===== src/logic/meter_irq_pkg.sv =====
package meter_irq_pkg;

    typedef logic [7:0] byte_t;

    // ******************************************************
    // register addresses
    // ******************************************************
    localparam byte_t ADDR_ACCUM_MODE = 8'hD8;
    localparam byte_t ADDR_ENABLE_LOW = 8'hD9;
    localparam byte_t ADDR_ENABLE_MID = 8'hDA;
    localparam byte_t ADDR_ENABLE_HIGH = 8'hDB;
    localparam byte_t ADDR_STATUS_LOW = 8'hDC;
    localparam byte_t ADDR_STATUS_MID = 8'hDD;
    localparam byte_t ADDR_STATUS_HIGH = 8'hDE;

    // ******************************************************
    // field positions
    // ******************************************************
    localparam int SUMMARY_BIT = 7;
    localparam int REACT_SIGN_BIT = 4;
    localparam int ACT_SIGN_BIT = 3;
    localparam int APP_NOLOAD_BIT = 2;
    localparam int REACT_NOLOAD_BIT = 1;
    localparam int ACT_NOLOAD_BIT = 0;
    localparam int FREQ_B_BIT = 7;
    localparam int FREQ_A_BIT = 6;
    localparam int APP_OVF_BIT = 5;
    localparam int REACT_OVF_BIT = 4;
    localparam int ACT_OVF_BIT = 3;
    localparam int APP_HALF_BIT = 2;
    localparam int REACT_HALF_BIT = 1;
    localparam int ACT_HALF_BIT = 0;
    localparam int RESET_DONE_BIT = 7;
    localparam int WAVE_READY_BIT = 5;
    localparam int CUR_PEAK_BIT = 4;
    localparam int VOLT_PEAK_BIT = 3;
    localparam int CYCLE_DONE_BIT = 2;
    localparam int ZX_TIMEOUT_BIT = 1;
    localparam int ZX_BIT = 0;
    localparam int REACT_SIGN_DIR_BIT = 5;
    localparam int ACT_SIGN_DIR_BIT = 4;

    // ******************************************************
    // implemented-bit masks and reset values
    // ******************************************************
    localparam byte_t LOW_VALID_MASK = 8'h1F;
    localparam byte_t MID_VALID_MASK = 8'hFF;
    localparam byte_t HIGH_STATUS_MASK = 8'hBF;
    localparam byte_t HIGH_ENABLE_MASK = 8'h3F;
    localparam byte_t LOW_REACT_MASK = 8'h12;
    localparam byte_t MID_REACT_MASK = 8'h12;
    localparam byte_t ACCUM_MODE_MASK = 8'h30;
    localparam byte_t ENABLE_RESET = 8'h00;
    localparam byte_t ACCUM_MODE_RESET = 8'h00;
    localparam byte_t READ_IDLE = 8'h00;

endpackage


===== src/logic/irq_bank_if.sv =====
`timescale 1ns/100ps
// one bank of sticky flags seen from the controller and from the bank
interface irq_bank_if #(parameter int WIDTH = 8);
    logic [WIDTH-1:0] set_evt;
    logic [WIDTH-1:0] clr_req;
    logic [WIDTH-1:0] keep_mask;
    logic [WIDTH-1:0] enable;
    logic [WIDTH-1:0] flags;
    logic pend_any;
    modport bank (input set_evt, input clr_req, input keep_mask, input enable, output flags, output pend_any);
    modport ctl (output set_evt, output clr_req, output keep_mask, output enable, input flags, input pend_any);
endinterface


===== src/logic/irq_flag_bank.sv =====
`timescale 1ns/100ps
module irq_flag_bank #(
    parameter int WIDTH = 8
) (
    input wire logic ref_clk,
    input wire logic rst_n,
    input wire logic ce,
    irq_bank_if.bank bank
);
    logic [WIDTH-1:0] flag_q;

    // ******************************************************
    // per-bit sticky flags
    // ******************************************************
    for (genvar i = 0; i < WIDTH; i++) begin : g_flag
        // an event in the clearing cycle wins, so nothing is lost
        always_ff @(posedge ref_clk or negedge rst_n) begin
            if (!rst_n) begin
                flag_q[i] <= 1'b0;
            end else if (ce) begin
                if (!bank.keep_mask[i]) begin
                    flag_q[i] <= 1'b0;
                end else if (bank.set_evt[i]) begin
                    flag_q[i] <= 1'b1;
                end else if (bank.clr_req[i]) begin
                    flag_q[i] <= 1'b0;
                end
            end
        end
    end

    // enabled flags fold into one pending term
    assign bank.flags = flag_q;
    assign bank.pend_any = |(flag_q & bank.enable & bank.keep_mask);
endmodule // irq_flag_bank


===== src/logic/metering_interrupt_flags.sv =====
`timescale 1ns/100ps
module metering_interrupt_flags #(
    parameter bit HAS_REACTIVE = 1'b1
) (
    input wire logic ref_clk,
    input wire logic rst_n,
    input wire logic ce,
    input meter_irq_pkg::byte_t reg_addr,
    input meter_irq_pkg::byte_t reg_wdata,
    input wire logic reg_wr,
    input wire logic reg_rd,
    output meter_irq_pkg::byte_t reg_rdata,
    input wire logic power_sign_valid,
    input wire logic active_power_neg,
    input wire logic reactive_power_neg,
    input wire logic apparent_noload_flag,
    input wire logic irms_noload_enter,
    input wire logic reactive_noload_flag,
    input wire logic active_noload_flag,
    input wire logic freq_out_a_pulse,
    input wire logic freq_out_b_pulse,
    input wire logic apparent_energy_overflow,
    input wire logic reactive_energy_overflow,
    input wire logic active_energy_overflow,
    input wire logic apparent_energy_half,
    input wire logic reactive_energy_half,
    input wire logic active_energy_half,
    input wire logic soft_reset_done,
    input wire logic waveform_sample_ready,
    input wire logic current_peak_flag,
    input wire logic voltage_peak_flag,
    input wire logic cycle_accum_done,
    input wire logic zero_cross_timeout,
    input wire logic zero_cross_flag,
    output meter_irq_pkg::byte_t accumulation_mode_cfg,
    output logic meas_irq_pending
);
    import meter_irq_pkg::*;

    // ******************************************************
    // variant masks
    // ******************************************************
    // stripping the reactive bits here keeps them zero in flags and enables alike
    localparam byte_t LOW_KEEP = HAS_REACTIVE ? LOW_VALID_MASK : (LOW_VALID_MASK & ~LOW_REACT_MASK);
    localparam byte_t MID_KEEP = HAS_REACTIVE ? MID_VALID_MASK : (MID_VALID_MASK & ~MID_REACT_MASK);

    // ******************************************************
    // declarations
    // ******************************************************
    byte_t enable_low_q;
    byte_t enable_mid_q;
    byte_t enable_high_q;
    byte_t accum_mode_q;
    byte_t rdata_q;
    byte_t rdata_d;
    logic boot_seen_q;
    logic act_sign_chg;
    logic react_sign_chg;
    logic summary;
    logic wr_status_low;
    logic wr_status_mid;
    logic wr_status_high;

    irq_bank_if #(.WIDTH(8)) low_if ();
    irq_bank_if #(.WIDTH(8)) mid_if ();
    irq_bank_if #(.WIDTH(8)) high_if ();

    // ******************************************************
    // sign change detectors
    // ******************************************************
    // event sources share our clock, so their levels are read directly
    sign_change_detect u_act_sign (
        .ref_clk(ref_clk),
        .rst_n(rst_n),
        .ce(ce),
        .sample_valid(power_sign_valid),
        .sign_neg(active_power_neg),
        .rise_to_pos(accum_mode_q[ACT_SIGN_DIR_BIT]),
        .change_strobe(act_sign_chg)
    );

    sign_change_detect u_react_sign (
        .ref_clk(ref_clk),
        .rst_n(rst_n),
        .ce(ce),
        .sample_valid(power_sign_valid),
        .sign_neg(reactive_power_neg),
        .rise_to_pos(accum_mode_q[REACT_SIGN_DIR_BIT]),
        .change_strobe(react_sign_chg)
    );

    // ******************************************************
    // write decode
    // ******************************************************
    // writes are ignored while ce is low, matching the frozen state
    assign wr_status_low = ce && reg_wr && (reg_addr == ADDR_STATUS_LOW);
    assign wr_status_mid = ce && reg_wr && (reg_addr == ADDR_STATUS_MID);
    assign wr_status_high = ce && reg_wr && (reg_addr == ADDR_STATUS_HIGH);

    // enable registers, reserved bits held at zero
    always_ff @(posedge ref_clk or negedge rst_n) begin
        if (!rst_n) begin
            enable_low_q <= ENABLE_RESET;
            enable_mid_q <= ENABLE_RESET;
            enable_high_q <= ENABLE_RESET;
        end else if (ce && reg_wr) begin
            case (reg_addr)
                ADDR_ENABLE_LOW: enable_low_q <= reg_wdata & LOW_KEEP;
                ADDR_ENABLE_MID: enable_mid_q <= reg_wdata & MID_KEEP;
                ADDR_ENABLE_HIGH: enable_high_q <= reg_wdata & HIGH_ENABLE_MASK;
                default: ;
            endcase
        end
    end

    // local copy of the sign direction selects
    always_ff @(posedge ref_clk or negedge rst_n) begin
        if (!rst_n) begin
            accum_mode_q <= ACCUM_MODE_RESET;
        end else if (ce && reg_wr && (reg_addr == ADDR_ACCUM_MODE)) begin
            accum_mode_q <= reg_wdata & ACCUM_MODE_MASK;
        end
    end

    assign accumulation_mode_cfg = accum_mode_q;

    // ******************************************************
    // end of reset event
    // ******************************************************
    // the first enabled cycle after release raises the reset flag once
    always_ff @(posedge ref_clk or negedge rst_n) begin
        if (!rst_n) begin
            boot_seen_q <= 1'b0;
        end else if (ce) begin
            boot_seen_q <= 1'b1;
        end
    end

    // ******************************************************
    // event routing into the banks
    // ******************************************************
    always_comb begin
        low_if.set_evt = '0;
        low_if.set_evt[REACT_SIGN_BIT] = react_sign_chg;
        low_if.set_evt[ACT_SIGN_BIT] = act_sign_chg;
        low_if.set_evt[APP_NOLOAD_BIT] = apparent_noload_flag | irms_noload_enter;
        low_if.set_evt[REACT_NOLOAD_BIT] = reactive_noload_flag;
        low_if.set_evt[ACT_NOLOAD_BIT] = active_noload_flag;
    end

    // pulse flags set regardless of whether the output pin is enabled
    always_comb begin
        mid_if.set_evt = '0;
        mid_if.set_evt[FREQ_B_BIT] = freq_out_b_pulse;
        mid_if.set_evt[FREQ_A_BIT] = freq_out_a_pulse;
        mid_if.set_evt[APP_OVF_BIT] = apparent_energy_overflow;
        mid_if.set_evt[REACT_OVF_BIT] = reactive_energy_overflow;
        mid_if.set_evt[ACT_OVF_BIT] = active_energy_overflow;
        mid_if.set_evt[APP_HALF_BIT] = apparent_energy_half;
        mid_if.set_evt[REACT_HALF_BIT] = reactive_energy_half;
        mid_if.set_evt[ACT_HALF_BIT] = active_energy_half;
    end

    always_comb begin
        high_if.set_evt = '0;
        high_if.set_evt[RESET_DONE_BIT] = !boot_seen_q | soft_reset_done;
        high_if.set_evt[WAVE_READY_BIT] = waveform_sample_ready;
        high_if.set_evt[CUR_PEAK_BIT] = current_peak_flag;
        high_if.set_evt[VOLT_PEAK_BIT] = voltage_peak_flag;
        high_if.set_evt[CYCLE_DONE_BIT] = cycle_accum_done;
        high_if.set_evt[ZX_TIMEOUT_BIT] = zero_cross_timeout;
        high_if.set_evt[ZX_BIT] = zero_cross_flag;
    end

    // writing a zero clears a flag, writing a one leaves it alone
    assign low_if.clr_req = wr_status_low ? ~reg_wdata : '0;
    assign mid_if.clr_req = wr_status_mid ? ~reg_wdata : '0;
    assign high_if.clr_req = wr_status_high ? ~reg_wdata : '0;

    assign low_if.keep_mask = LOW_KEEP;
    assign mid_if.keep_mask = MID_KEEP;
    assign high_if.keep_mask = HIGH_STATUS_MASK;
    assign low_if.enable = enable_low_q;
    assign mid_if.enable = enable_mid_q;
    assign high_if.enable = enable_high_q;

    // ******************************************************
    // flag banks
    // ******************************************************
    irq_flag_bank #(.WIDTH(8)) u_low_bank (
        .ref_clk(ref_clk),
        .rst_n(rst_n),
        .ce(ce),
        .bank(low_if)
    );

    irq_flag_bank #(.WIDTH(8)) u_mid_bank (
        .ref_clk(ref_clk),
        .rst_n(rst_n),
        .ce(ce),
        .bank(mid_if)
    );

    irq_flag_bank #(.WIDTH(8)) u_high_bank (
        .ref_clk(ref_clk),
        .rst_n(rst_n),
        .ce(ce),
        .bank(high_if)
    );

    // ******************************************************
    // summary and interrupt line
    // ******************************************************
    // no stored copy: the summary drops the cycle the last enabled flag clears
    assign summary = low_if.pend_any | mid_if.pend_any | high_if.pend_any;
    assign meas_irq_pending = summary;

    // ******************************************************
    // read path
    // ******************************************************
    always_comb begin
        rdata_d = READ_IDLE;
        case (reg_addr)
            ADDR_ACCUM_MODE: rdata_d = accum_mode_q;
            ADDR_ENABLE_LOW: rdata_d = enable_low_q;
            ADDR_ENABLE_MID: rdata_d = enable_mid_q;
            ADDR_ENABLE_HIGH: rdata_d = enable_high_q;
            ADDR_STATUS_LOW: begin
                rdata_d = low_if.flags & LOW_KEEP;
                rdata_d[SUMMARY_BIT] = summary;
            end
            ADDR_STATUS_MID: rdata_d = mid_if.flags & MID_KEEP;
            ADDR_STATUS_HIGH: rdata_d = high_if.flags & HIGH_STATUS_MASK;
            default: rdata_d = READ_IDLE;
        endcase
    end

    // read data stands only in the cycle after the strobe
    always_ff @(posedge ref_clk or negedge rst_n) begin
        if (!rst_n) begin
            rdata_q <= READ_IDLE;
        end else if (ce) begin
            rdata_q <= reg_rd ? rdata_d : READ_IDLE;
        end
    end

    assign reg_rdata = rdata_q;

    // ******************************************************
    // checks
    // ******************************************************
    chk_summary_read: assert property (@(posedge ref_clk) disable iff (!rst_n)
        ce && reg_rd && (reg_addr == ADDR_STATUS_LOW) |=> reg_rdata[SUMMARY_BIT] == $past(meas_irq_pending))
        else $error("summary bit read differs from pending line");

    chk_summary_clear: assert property (@(posedge ref_clk) disable iff (!rst_n)
        ((low_if.flags & enable_low_q) == '0) && ((mid_if.flags & enable_mid_q) == '0) &&
        ((high_if.flags & enable_high_q) == '0) |-> !meas_irq_pending)
        else $error("pending stays high with no enabled flag");

    chk_line_level: assert property (@(posedge ref_clk) disable iff (!rst_n)
        enable_low_q[ACT_NOLOAD_BIT] && low_if.flags[ACT_NOLOAD_BIT] |-> meas_irq_pending)
        else $error("enabled flag does not raise pending line");

    chk_sign_flag: assert property (@(posedge ref_clk) disable iff (!rst_n)
        act_sign_chg |=> low_if.flags[ACT_SIGN_BIT])
        else $error("active sign change not flagged");

    chk_flag_sticky: assert property (@(posedge ref_clk) disable iff (!rst_n)
        ce && !wr_status_mid |=> (mid_if.flags & $past(mid_if.flags)) == $past(mid_if.flags))
        else $error("mid flag dropped without a clear");

    chk_set_wins: assert property (@(posedge ref_clk) disable iff (!rst_n)
        wr_status_high && !reg_wdata[ZX_BIT] && zero_cross_flag |=> high_if.flags[ZX_BIT])
        else $error("event lost against a same-cycle clear");

    chk_reset_flag: assert property (@(posedge ref_clk) disable iff (!rst_n)
        ce && !boot_seen_q |=> high_if.flags[RESET_DONE_BIT])
        else $error("end of reset not flagged");

    chk_wave_hold: assert property (@(posedge ref_clk) disable iff (!rst_n)
        enable_high_q[WAVE_READY_BIT] && high_if.flags[WAVE_READY_BIT] && !reg_wr
        |-> meas_irq_pending ##1 meas_irq_pending)
        else $error("waveform interrupt dropped early");

    chk_reactive_inert: assert property (@(posedge ref_clk) disable iff (!rst_n)
        !HAS_REACTIVE |-> !low_if.flags[REACT_SIGN_BIT] && !mid_if.flags[REACT_OVF_BIT] &&
        !enable_low_q[REACT_NOLOAD_BIT])
        else $error("reactive bit alive on reduced variant");

    chk_read_idle: assert property (@(posedge ref_clk) disable iff (!rst_n)
        ce && !reg_rd |=> reg_rdata == READ_IDLE)
        else $error("read data outside the answer cycle");

    chk_freeze: assert property (@(posedge ref_clk) disable iff (!rst_n)
        !ce |=> $stable(low_if.flags) && $stable(high_if.flags) && $stable(enable_mid_q))
        else $error("state moved with clock enable low");

    // every bank must reach the line on its own, or one missing term goes unseen
    chk_low_pend: assert property (@(posedge ref_clk) disable iff (!rst_n)
        (low_if.flags & enable_low_q) != '0 |-> meas_irq_pending)
        else $error("enabled low flag does not raise pending line");

    chk_mid_pend: assert property (@(posedge ref_clk) disable iff (!rst_n)
        (mid_if.flags & enable_mid_q) != '0 |-> meas_irq_pending)
        else $error("enabled mid flag does not raise pending line");

    chk_high_pend: assert property (@(posedge ref_clk) disable iff (!rst_n)
        (high_if.flags & enable_high_q) != '0 |-> meas_irq_pending)
        else $error("enabled high flag does not raise pending line");

    chk_zx_flag: assert property (@(posedge ref_clk) disable iff (!rst_n)
        ce && zero_cross_flag |=> high_if.flags[ZX_BIT])
        else $error("zero crossing not flagged");

    chk_pulse_flag: assert property (@(posedge ref_clk) disable iff (!rst_n)
        ce && freq_out_b_pulse |=> mid_if.flags[FREQ_B_BIT])
        else $error("frequency output pulse not flagged");

    chk_reserved_low: assert property (@(posedge ref_clk) disable iff (!rst_n)
        ce && reg_rd && (reg_addr == ADDR_STATUS_LOW) |=> reg_rdata[6:5] == 2'b00)
        else $error("reserved low status bits read nonzero");
endmodule // metering_interrupt_flags


===== src/logic/sign_change_detect.sv =====
`timescale 1ns/100ps
module sign_change_detect (
    input wire logic ref_clk,
    input wire logic rst_n,
    input wire logic ce,
    input wire logic sample_valid,
    input wire logic sign_neg,
    input wire logic rise_to_pos,
    output logic change_strobe
);
    logic prev_neg_q;
    logic primed_q;

    // remember the last sign; the first sample only primes the history
    always_ff @(posedge ref_clk or negedge rst_n) begin
        if (!rst_n) begin
            prev_neg_q <= 1'b0;
            primed_q <= 1'b0;
        end else if (ce && sample_valid) begin
            prev_neg_q <= sign_neg;
            primed_q <= 1'b1;
        end
    end

    // cfg 0 fires on going negative, cfg 1 on going positive
    assign change_strobe = ce && sample_valid && primed_q && (sign_neg != prev_neg_q) &&
        (sign_neg == !rise_to_pos);
endmodule // sign_change_detect


===== config.mk =====
export PLATFORM = sky130hd
export DESIGN_NAME = metering_interrupt_flags
export DESIGN_NICKNAME = d
export VERILOG_FILES = /design/src/logic/meter_irq_pkg.sv /design/src/logic/irq_bank_if.sv /design/src/logic/irq_flag_bank.sv /design/src/logic/metering_interrupt_flags.sv /design/src/logic/sign_change_detect.sv
export SDC_FILE = /design/constraint.sdc
export NUM_CORES = 1
export LEC_CHECK = 0
export BUFFER_PORTS_ARGS = -buffer_cell sky130_fd_sc_hd__buf_2
export CORE_ASPECT_RATIO = 1.25
export CORE_MARGIN = 8
export CORE_UTILIZATION = 50
export DETAILED_ROUTE_END_ITERATION = 6
export PLACE_DENSITY = 0.73
export SYNTH_ARGS = -nofsm -noshare
export SYNTH_HDL_FRONTEND = slang
export SYNTH_HIERARCHICAL = 1
export SYNTH_SLANG_ARGS = --single-unit

===== constraint.sdc =====
create_clock -name ref_clk -period 1.85 [get_ports ref_clk]
set_input_delay 0.0925 -clock ref_clk [delete_from_list [all_inputs] [get_ports ref_clk]]
set_output_delay 0.0925 -clock ref_clk [all_outputs]
set_load 0.01 [all_outputs]

==> results of run 1 <==
logic make-up (layout without fill, tap and decap cells):
group	count (synthesis)	count (layout)	synth area share [%]
other	2	66	0.225
AO/OA/AOI/OAI	81	81	15.7
multiplexers	35	35	11.9
buffers and inverters	53	125	7.76
flip-flops	58	58	43.5
AND/OR/NAND/NOR	131	131	20.9
layout make-up:
type                            count  area, µm²
Clock buffer                       14        173
Clock inverter                      2       10.0
Fill cell                         621       2300
Inverter                           35        131
Multi-Input combinational cell    313       1900
Sequential cell                    58       1450
Tap cell                           87        109
Timing Repair Buffer               74        448
power breakdown:
part,switching (mW),internal (mW)
sequential,0.0750,1.36
combinational,0.303,0.226
clock,0.497,0.593
total,0.876,2.18
critical path: stages, from the launching register on:
cell and delay, ps:
dfrtp_1 390, and3_4 170, a311oi_2 250, nand4_1 130
or3_4 410, buf_6 130, buf_6 110
how the worst max path moves through the flow:
| stage | from | end | slack (ps) | depth (start not counted) |
|---|---|---|---|---|
| global route | enable_high_q[1] | meas_irq_pending | -230 | 6 |
| detailed placement | u_low_bank/bank.flags[1] | reg_rdata[7] | -50 | 7 |
| CTS | u_mid_bank/bank.flags[5] | meas_irq_pending | -150 | 7 |
| floorplan | u_mid_bank/bank.flags[1] | reg_rdata[7] | 70 | 7 |
| finish | enable_high_q[1] | meas_irq_pending | -160 | 6 |
| global placement | enable_mid_q[5] | reg_rdata[7] | 40 | 8 |
cell usage after synthesis, drive strengths merged (7+ instances only):
library cell  number  share of area [%]
buf               16                3.6
o21ai             45                7.1
inv               35                3.9
mux2i              7                2.1
nand3             15                2.6
a21oi              7                1.0
nor2              10                1.6
nor3              25                4.1
nand2             51                5.7
dfrtp             58                 43
mux2              27                9.1
state kept, by name, summed over array words and instances, names as in the netlist:
| register | flops |
|---|---|
| u_react_sign/primed_q | 1 |
| u_mid_bank/bank.flags | 8 |
| u_act_sign/primed_q | 1 |
| u_high_bank/bank.flags | 8 |
| enable_low_q | 5 |
| enable_high_q | 6 |
| boot_seen_q | 1 |
| u_act_sign/prev_neg_q | 1 |
| enable_mid_q | 8 |
| u_low_bank/bank.flags | 8 |
| reg_rdata | 8 |
| accumulation_mode_cfg | 2 |
| u_react_sign/prev_neg_q | 1 |
routing by layer:
metal / wire, µm / track usage (%) / up-vias
li1: - / - / 1471
met1: 3850 / 24.9 / 1434
met2: 4640 / 33.7 / 75
met3: 447 / 4.13 / 17
met4: 275 / 8.70 / 0
met5: 0 / 0 / -
through the flow:
stage / hold slack [ps] / TNS [ps]
2_1_floorplan: -203 / 0
3_3_place_gp: 79.7 / 0
3_5_place_dp: 76.8 / -52.3
4_1_cts: 3.09 / -146
5_1_grt: 8.03 / -326
6_report: 5.14 / -203
what timing repair did:
item                                    CTS  global route
hold buffers                              1             0
buffers inserted                          2             1
endpoints found under the setup margin    2             2
hold endpoints to repair                 19             0
pin swaps                                 0             6
gates resized for setup                   4             4
placed cells by master, fill, tap and decap left out, types with 8 or more instances in the layout:
cell type  synthesis  routed
buf_2              3      52
buf_4              7      18
clkbuf_8           0      12
conb_1             2      66
dfrtp_1           58      58
inv_1             35      35
mux2_2            27      27
nand2_1           51      51
nand3_1           14      14
nor2_1             8       8
nor3_1            24      24
o21ai_0           33      33
o21ai_1            9       9
==> qor.txt, run 1 <==
Outcome: finished with violations
Violated checks: setup timing
Total track usage: 20.4%
FF-to-FF setup slack: -40 ps
DR vias/cell: 5.14
Worst path arrival time: 1920 ps
Final-stage net count: 534
Clock sinks: 58
Worst setup margin: -164 ps
Post-DP Area: 0.00396 mm²
Top FF cell, synth: dfrtp_1
Hold Path Sink: u_low_bank/bank.flags[0]
Clk_lat worst skew: 340 ps
Clock slew at reported path FFs: 60 ps
CTS buffer count: 9
Worst vdd ir: 0.000431 V
Die width: 89.1 µm
Die span in y: 107 µm
WL/cell: 15.8 µm
Pwr dens: 724 mW/mm²
Path type of the worst min-delay path: in -> reg
Vias in the first global route: 3079
DRT iter0 DRCs: 196
RSZ-0062 raised after global routing: yes
Post-route cell area: 0.00422 mm²
# rows: 33
Asr flop ratio synth: 100%
Slew headroom: 62.3%
Hold_sp: active_noload_flag
CP Data Required Time: 1760 ps
Post-route minimum period: 2010 ps
Seq cells post-synth: 58
Worst setup slack after placement: -52.3 ps
Via count: 2997
Ant. Diodes: 0
RePlAce Congestion: 0.909
Tightest Pin Transition: 564 ps
Max-slew violation count: 0
Max cap viols: 0
IO Pins: 60
Count of cell types in the netlist: 47
Avg Inst Size Synth: 9.27 µm²
Layout cells sized above 1: 27.0%
CP Launch Type: flip-flop
F_max: 496 MHz
Reg2reg end: reg_rdata[7]
Die Area: 0.00956 mm²
Grt total ovfl: 0
Fin crit share: 109%
Finished Layout Cells: 583
H-tree depth: 3
Core area: 0.00652 mm²
Worst setup EP type: output port
Pin count of the biggest net entering global routing: 44
Dpl hpwl: 6920 µm
Antenna Nets Post-Route: 0
CTS Root Cell: clkbuf_8
Global-route wire length before repair: 14900 µm
Crit Path Max Fanout: 3
DR pass1 iterations: 4
Routed wire length: 9220 µm
Port Buffer Count: 53
Synth Instances: 360
Initial Util: 51.2%
Leak Pwr: 2.14 nW
R2R depth: 7
Setup CP Type: reg -> out
Post-synth EDFFs: 0
Endpoints failing setup: 2
Clock buffer depth: 2
Worst reg2reg path startpoint: enable_high_q[1]
Final Hold Fails: 0
Mapped Area: 0.00334 mm²
Skew final: 7.32 ps
Dpl cells: 563
Final core occ: 64.7%
Worst Hold Depth: 2
# DRC: 0
Total Power: 3.06 mW
Clock tree from TritonCTS: done
Sequential share of the synthesized area: 43.5%
Antenna violations before repair: 0
Synth-to-Final Area Change: 26.5%
Yosys warns: 6
Note: power is estimated with default switching activity, not from simulation.
==> run 2: changes to the inputs <==
--- a/config.mk
+++ b/config.mk
@@ -5,10 +5,11 @@
 export SDC_FILE = /design/constraint.sdc
 export NUM_CORES = 1
 export LEC_CHECK = 0
-export BUFFER_PORTS_ARGS = -buffer_cell sky130_fd_sc_hd__buf_2
+export BUFFER_PORTS_ARGS = -buffer_cell sky130_fd_sc_hd__buf_4
 export CORE_ASPECT_RATIO = 1.25
 export CORE_MARGIN = 8
 export CORE_UTILIZATION = 50
+export CTS_BUF_LIST = sky130_fd_sc_hd__clkbuf_2
 export DETAILED_ROUTE_END_ITERATION = 6
 export PLACE_DENSITY = 0.73
 export SYNTH_ARGS = -nofsm -noshare
==> run 2 against run 1 <==
Net effect: the run still ends with setup timing left; non-clock buffer count grew 34; worst hold slack gained 28 ps; core utilization grew 6.7 points; via count grew 8.3%; cell area grew 10%; first-iteration DRC count grew 0.51%; register-to-register slack lost 60 ps; clock-buffer cell count shrank 5; cell count grew 5.8%; critical path type unchanged.
==> qor.txt, run 2 (synthesis results as in run 1) <==
Outcome: finished with violations
Violated checks: setup timing
DR vias/cell: 5.26
Path type of the worst min-delay path: in -> reg
RePlAce Congestion: 0.874
Total Power: 3.01 mW
# rows: 33
Dpl cells: 559
Die span in y: 107 µm
H-tree depth: 3
CTS Root Cell: clkbuf_2
Register area: 0.00145 mm²
Clock slew at reported path FFs: 200 ps
Worst vdd ir: 0.000364 V
Clock tree from TritonCTS: done
Most frequent cells in the layout: conb_1, buf_4, dfrtp_1
Tightest Pin Transition: 741 ps
F_max: 452 MHz
Sw Pwr: 0.906 mW
RSZ-0062 raised after global routing: yes
# fillers: 522
Total track usage: 22.1%
Skew final: 35.8 ps
Clock Power Share: 31.2%
Initial Util: 51.2%
Endpoints failing setup: 2
Max-slew violation count: 0
Switching share of power: 30.1%
Antenna violations before repair: 0
WL/cell: 16.2 µm
Sequential group share of total power: 47.6%
Pint: 2.10 mW
Layout cells sized above 1: 24.9%
IO Pins: 60
Post-route minimum period: 2210 ps
DRT iter0 DRCs: 197
Max cap viols: 0
Grt total ovfl: 0
Slew headroom: 50.6%
Final-stage net count: 568
Global-route wire length before repair: 16100 µm
Clock sinks: 58
Pwr dens: 646 mW/mm²
# DRC: 0
Clock buffer depth: 2
CP Data Required Time: 1760 ps
Worst setup EP type: output port
Synth-to-Final Area Change: 39.6%
Finished Layout Cells: 617
Die width: 89.1 µm
Final Hold Fails: 0
Vias in the first global route: 3325
Antenna Nets Post-Route: 0
Crit Path Max Fanout: 2
Combinational power share: 21.2%
Worst path arrival time: 2120 ps
Routed wire length: 9970 µm
Pin count of the biggest net entering global routing: 59
Die Area: 0.00956 mm²
CTS buffer count: 9
CP Launch Type: flip-flop
Clk_lat worst skew: 510 ps
Leak Pwr: 2.29 nW
Hold_ws: 33.6 ps
Worst setup margin: -363 ps
Via count: 3245
Dpl hpwl: 6780 µm
Setup CP Type: reg -> out
DR pass1 iterations: 7
Fin crit share: 120%
Ant. Diodes: 0
Core area: 0.00652 mm²
Area occupied by multi-input gates: 0.00191 mm²
Port Buffer Count: 53
-- run 2: changes by cell type in the layout (fill, tap and decap cells not counted), sizes merged --
cell	change
clkbuf	-5
buf	-2
bufinv	+2
clkinv	+2
dlygate4sd3	+36
clkinvlp	+1
-- run 2: final timing paths --
check | start | endpoint | slack [ps] | cells after the start
max in group asynchronous | rst_n | u_high_bank/bank.flags[3] | 1160 | 2
hold reg to reg | boot_seen_q | boot_seen_q | 500 | 1
setup / recovery | u_high_bank/bank.flags[5] | meas_irq_pending | -360 | 7
setup reg to reg | u_high_bank/bank.flags[5] | reg_rdata[7] | -100 | 8
hold / removal | reg_rd | reg_rdata[6] | 30 | 4
min in group asynchronous | rst_n | reg_rdata[6] | 150 | 2
-- run 2: worst max-delay path, cell delays in order (launching register included) --
cell	delay (ps)
dfrtp_1	420
nand3_1	80
nand2_1	70
a311oi_2	260
nand4_1	150
or3_4	420
buf_6	130
buf_6	110
-- run 2: through the flow --
| stage | TNS, ps | area [µm²] | setup slack (ps) | utilization, % |
|---|---|---|---|---|
| after global routing | -550 | 4660 | -402 | 71.4 |
| final | -465 | 4660 | -363 | 71.4 |
| after CTS | -350 | 4620 | -327 | 70.8 |
| after floorplan | 0 | 3580 | 71.7 | - |
| after detailed placement | -11.8 | 4050 | -11.8 | 62.1 |
| after global placement | 0 | 4050 | 17.4 | 62.1 |
-- run 2: final cells by class --
cell class | count | share of cell area [%]
Sequential cell | 58 | 31.2
Clock buffer | 9 | 0.967
Multi-Input combinational cell | 313 | 40.9
Timing Repair Buffer | 108 | 20.0
Tap cell | 87 | 2.34
Clock inverter | 7 | 1.80
Inverter | 35 | 2.82
-- run 2: repair_timing --
item,in CTS,in global routing
gates resized for setup,5,9
endpoints found under the setup margin,2,5
hold buffers,37,0
setup buffers,5,0
hold endpoints to repair,108,0
pin swaps,4,6
-- run 2: routing by layer --
layer | share of wire (%) | track usage, % | up-vias | wire, µm
li1 | - | - | 1542 | -
met1 | 38 | 25.8 | 1580 | 3830
met2 | 54 | 37.2 | 102 | 5340
met3 | 5.2 | 3.82 | 21 | 517
met4 | 2.8 | 11.9 | 0 | 282
met5 | 0 | 0 | - | 0
-- run 2: power groups by stage --
stage | clock network [mW] | registers [mW] | logic (mW)
floorplan | 0 | 1.43 | 0.297
global placement | 0 | 1.45 | 0.500
detailed placement | 0 | 1.45 | 0.510
CTS | 0.935 | 1.43 | 0.613
global route | 0.993 | 1.44 | 0.698
finish | 0.939 | 1.43 | 0.637
==> run 3: changes to the inputs <==
==> constraint.sdc (replaced) <==
create_clock -name ref_clk -period 2.39 [get_ports ref_clk]
set_input_delay 0.1195 -clock ref_clk [delete_from_list [all_inputs] [get_ports ref_clk]]
set_output_delay 0.1195 -clock ref_clk [all_outputs]
set_load 0.01 [all_outputs]
==> run 3 against run 2 <==
Net effect: register-to-register slack gained 560 ps; largest power group unchanged; sequential power decreased by 22%; via count down 6.3%; total power down 33%; largest cell class unchanged; the flow now finishes without violations; setup slack improved by 610 ps; clock-buffer cell count rose by 3.
==> qor.txt, run 3 (synthesis results as in run 1) <==
Antenna Nets Post-Route: 0
Setup CP Type: reg -> out
Port Buffer Count: 53
Die span in y: 107 µm
Pin count of the biggest net entering global routing: 59
Antenna violations before repair: 0
Worst vdd ir: 0.000371 V
Combinational power share: 20.4%
Synth-to-Final Area Change: 31.0%
DR vias/cell: 5.10
Die Area: 0.00956 mm²
Worst path slowest cell: dfrtp_1
Total Power: 2.03 mW
Max cap viols: 0
CTS Root Cell: clkbuf_2
Fin crit share: 89.6%
Hold buffer count at CTS: 31
Vias in the first global route: 2970
Most frequent cells in the layout: conb_1, dfrtp_1, buf_4
Clock buffer depth: 2
F_max: 467 MHz
DR pass1 iterations: 4
WL/cell: 15.2 µm
Crit Path Max Fanout: 3
Worst setup EP type: output port
Family with the most delay on the worst path: simple AND/OR/NAND/NOR gates
Global-route wire length before repair: 14600 µm
Final Hold Fails: 0
RSZ-0062 raised after global routing: no
Clock slew at reported path FFs: 150 ps
CTS buffer count: 9
Worst path arrival time: 2020 ps
RePlAce Congestion: 0.909
Post-CTS sizing: 0
Post-CTS Setup Repair Bufs: 0
Final-stage net count: 547
Dpl hpwl: 6620 µm
Die width: 89.1 µm
Grt total ovfl: 0
H-tree depth: 3
CP peak stage delay: 430 ps
# DRC: 0
IO Pins: 60
Worst-path cell chain: nand3_1, nand2_1, a311oi_1, nand4_1, or3_1, buf_4
Core area: 0.00652 mm²
Clock sinks: 58
Path type of the worst min-delay path: in -> reg
Post-route minimum period: 2140 ps
Commonest non-fill, non-tap cell in the layout: conb_1
CP bufs+invs: 1
Max-slew violation count: 0
Slew headroom: 50.3%
Clock tree from TritonCTS: done
Clk_lat worst skew: 490 ps
Initial Util: 51.2%
Total track usage: 20.0%
Sequential group share of total power: 54.9%
Via count: 3042
CP Launch Type: flip-flop
Setup TNS: 0 ps
Skew final: 26.5 ps
Sw Pwr: 0.641 mW
CP Data Required Time: 2270 ps
Layout cells sized above 1: 22.0%
# fillers: 569
Routed wire length: 9100 µm
Outcome: complete, no violations
Leak Pwr: 2.17 nW
Switching share of power: 31.6%
Clock Power Share: 24.7%
# rows: 33
Pwr dens: 464 mW/mm²
Tightest Pin Transition: 745 ps
DRT iter0 DRCs: 247
Pint: 1.39 mW
Endpoints failing setup: 0
-- run 3: cell types whose count changed in the layout (fill, tap and decap cells not counted), sizes merged --
cell / delta
diode: +1
bufinv: -2
buf: -15
dlygate4sd3: -6
clkinvlp: -1
clkbuf: +3
-- run 3: final cells by class --
class                   instances  area (µm²)  share of cell area [%]
clock inverters                 4        18.8                   0.429
inverters                      35         131                    3.01
flip-flops and latches         58        1450                    33.2
multi-input cells             313        1870                    42.7
repair buffers                 87         731                    16.7
diodes                          1        2.50                  0.0573
clock buffers                  12        60.1                    1.37
well taps                      87         109                    2.49
-- run 3: worst paths after layout --
kind / startpoint / slack [ps] / depth (start not counted) / end
max: enable_mid_q[5] / 250 / 6 / meas_irq_pending
min: apparent_noload_flag / 30 / 6 / u_low_bank/bank.flags[2]
min reg2reg: u_react_sign/primed_q / 490 / 1 / u_react_sign/primed_q
max in group asynchronous: rst_n / 1670 / 2 / u_mid_bank/bank.flags[3]
min in group asynchronous: rst_n / 190 / 2 / reg_rdata[3]
max reg2reg: enable_mid_q[5] / 460 / 8 / reg_rdata[7]
-- run 3: tightest hold or removal path: cells and delay by family --
family	cells	cell delay (ps)
buffers and inverters	1	70
AND/OR/NAND/NOR	3	170
AO/OA/AOI/OAI	2	120
-- run 3: through the flow --
stage	std cells	utilization, %	setup WS (ps)	cell area, µm²	hold slack, ps
6_report	597	67.0	249	4370	28.9
3_5_place_dp	549	61.0	499	3980	236
2_1_floorplan	424	-	612	3580	-176
3_3_place_gp	549	61.0	550	3980	242
5_1_grt	596	67.0	119	4370	12.1
4_1_cts	596	67.0	230	4370	8.85
-- run 3: metal layers --
metal | vias to the layer above | global-route usage [%] | wire [µm]
li1 | 1500 | - | -
met1 | 1454 | 24.1 | 3790
met2 | 71 | 33.4 | 4670
met3 | 17 | 2.83 | 405
met4 | 0 | 10.8 | 226
met5 | - | 0 | 0
-- run 3: power groups by stage --
stage                     Sequential (mW)  Clock [mW]  Combinational [mW]
after floorplan                      1.11           0               0.230
after global placement               1.13           0               0.357
after detailed placement             1.13           0               0.364
after CTS                            1.11       0.506               0.410
after global routing                 1.12       0.553               0.461
final                                1.11       0.500               0.414
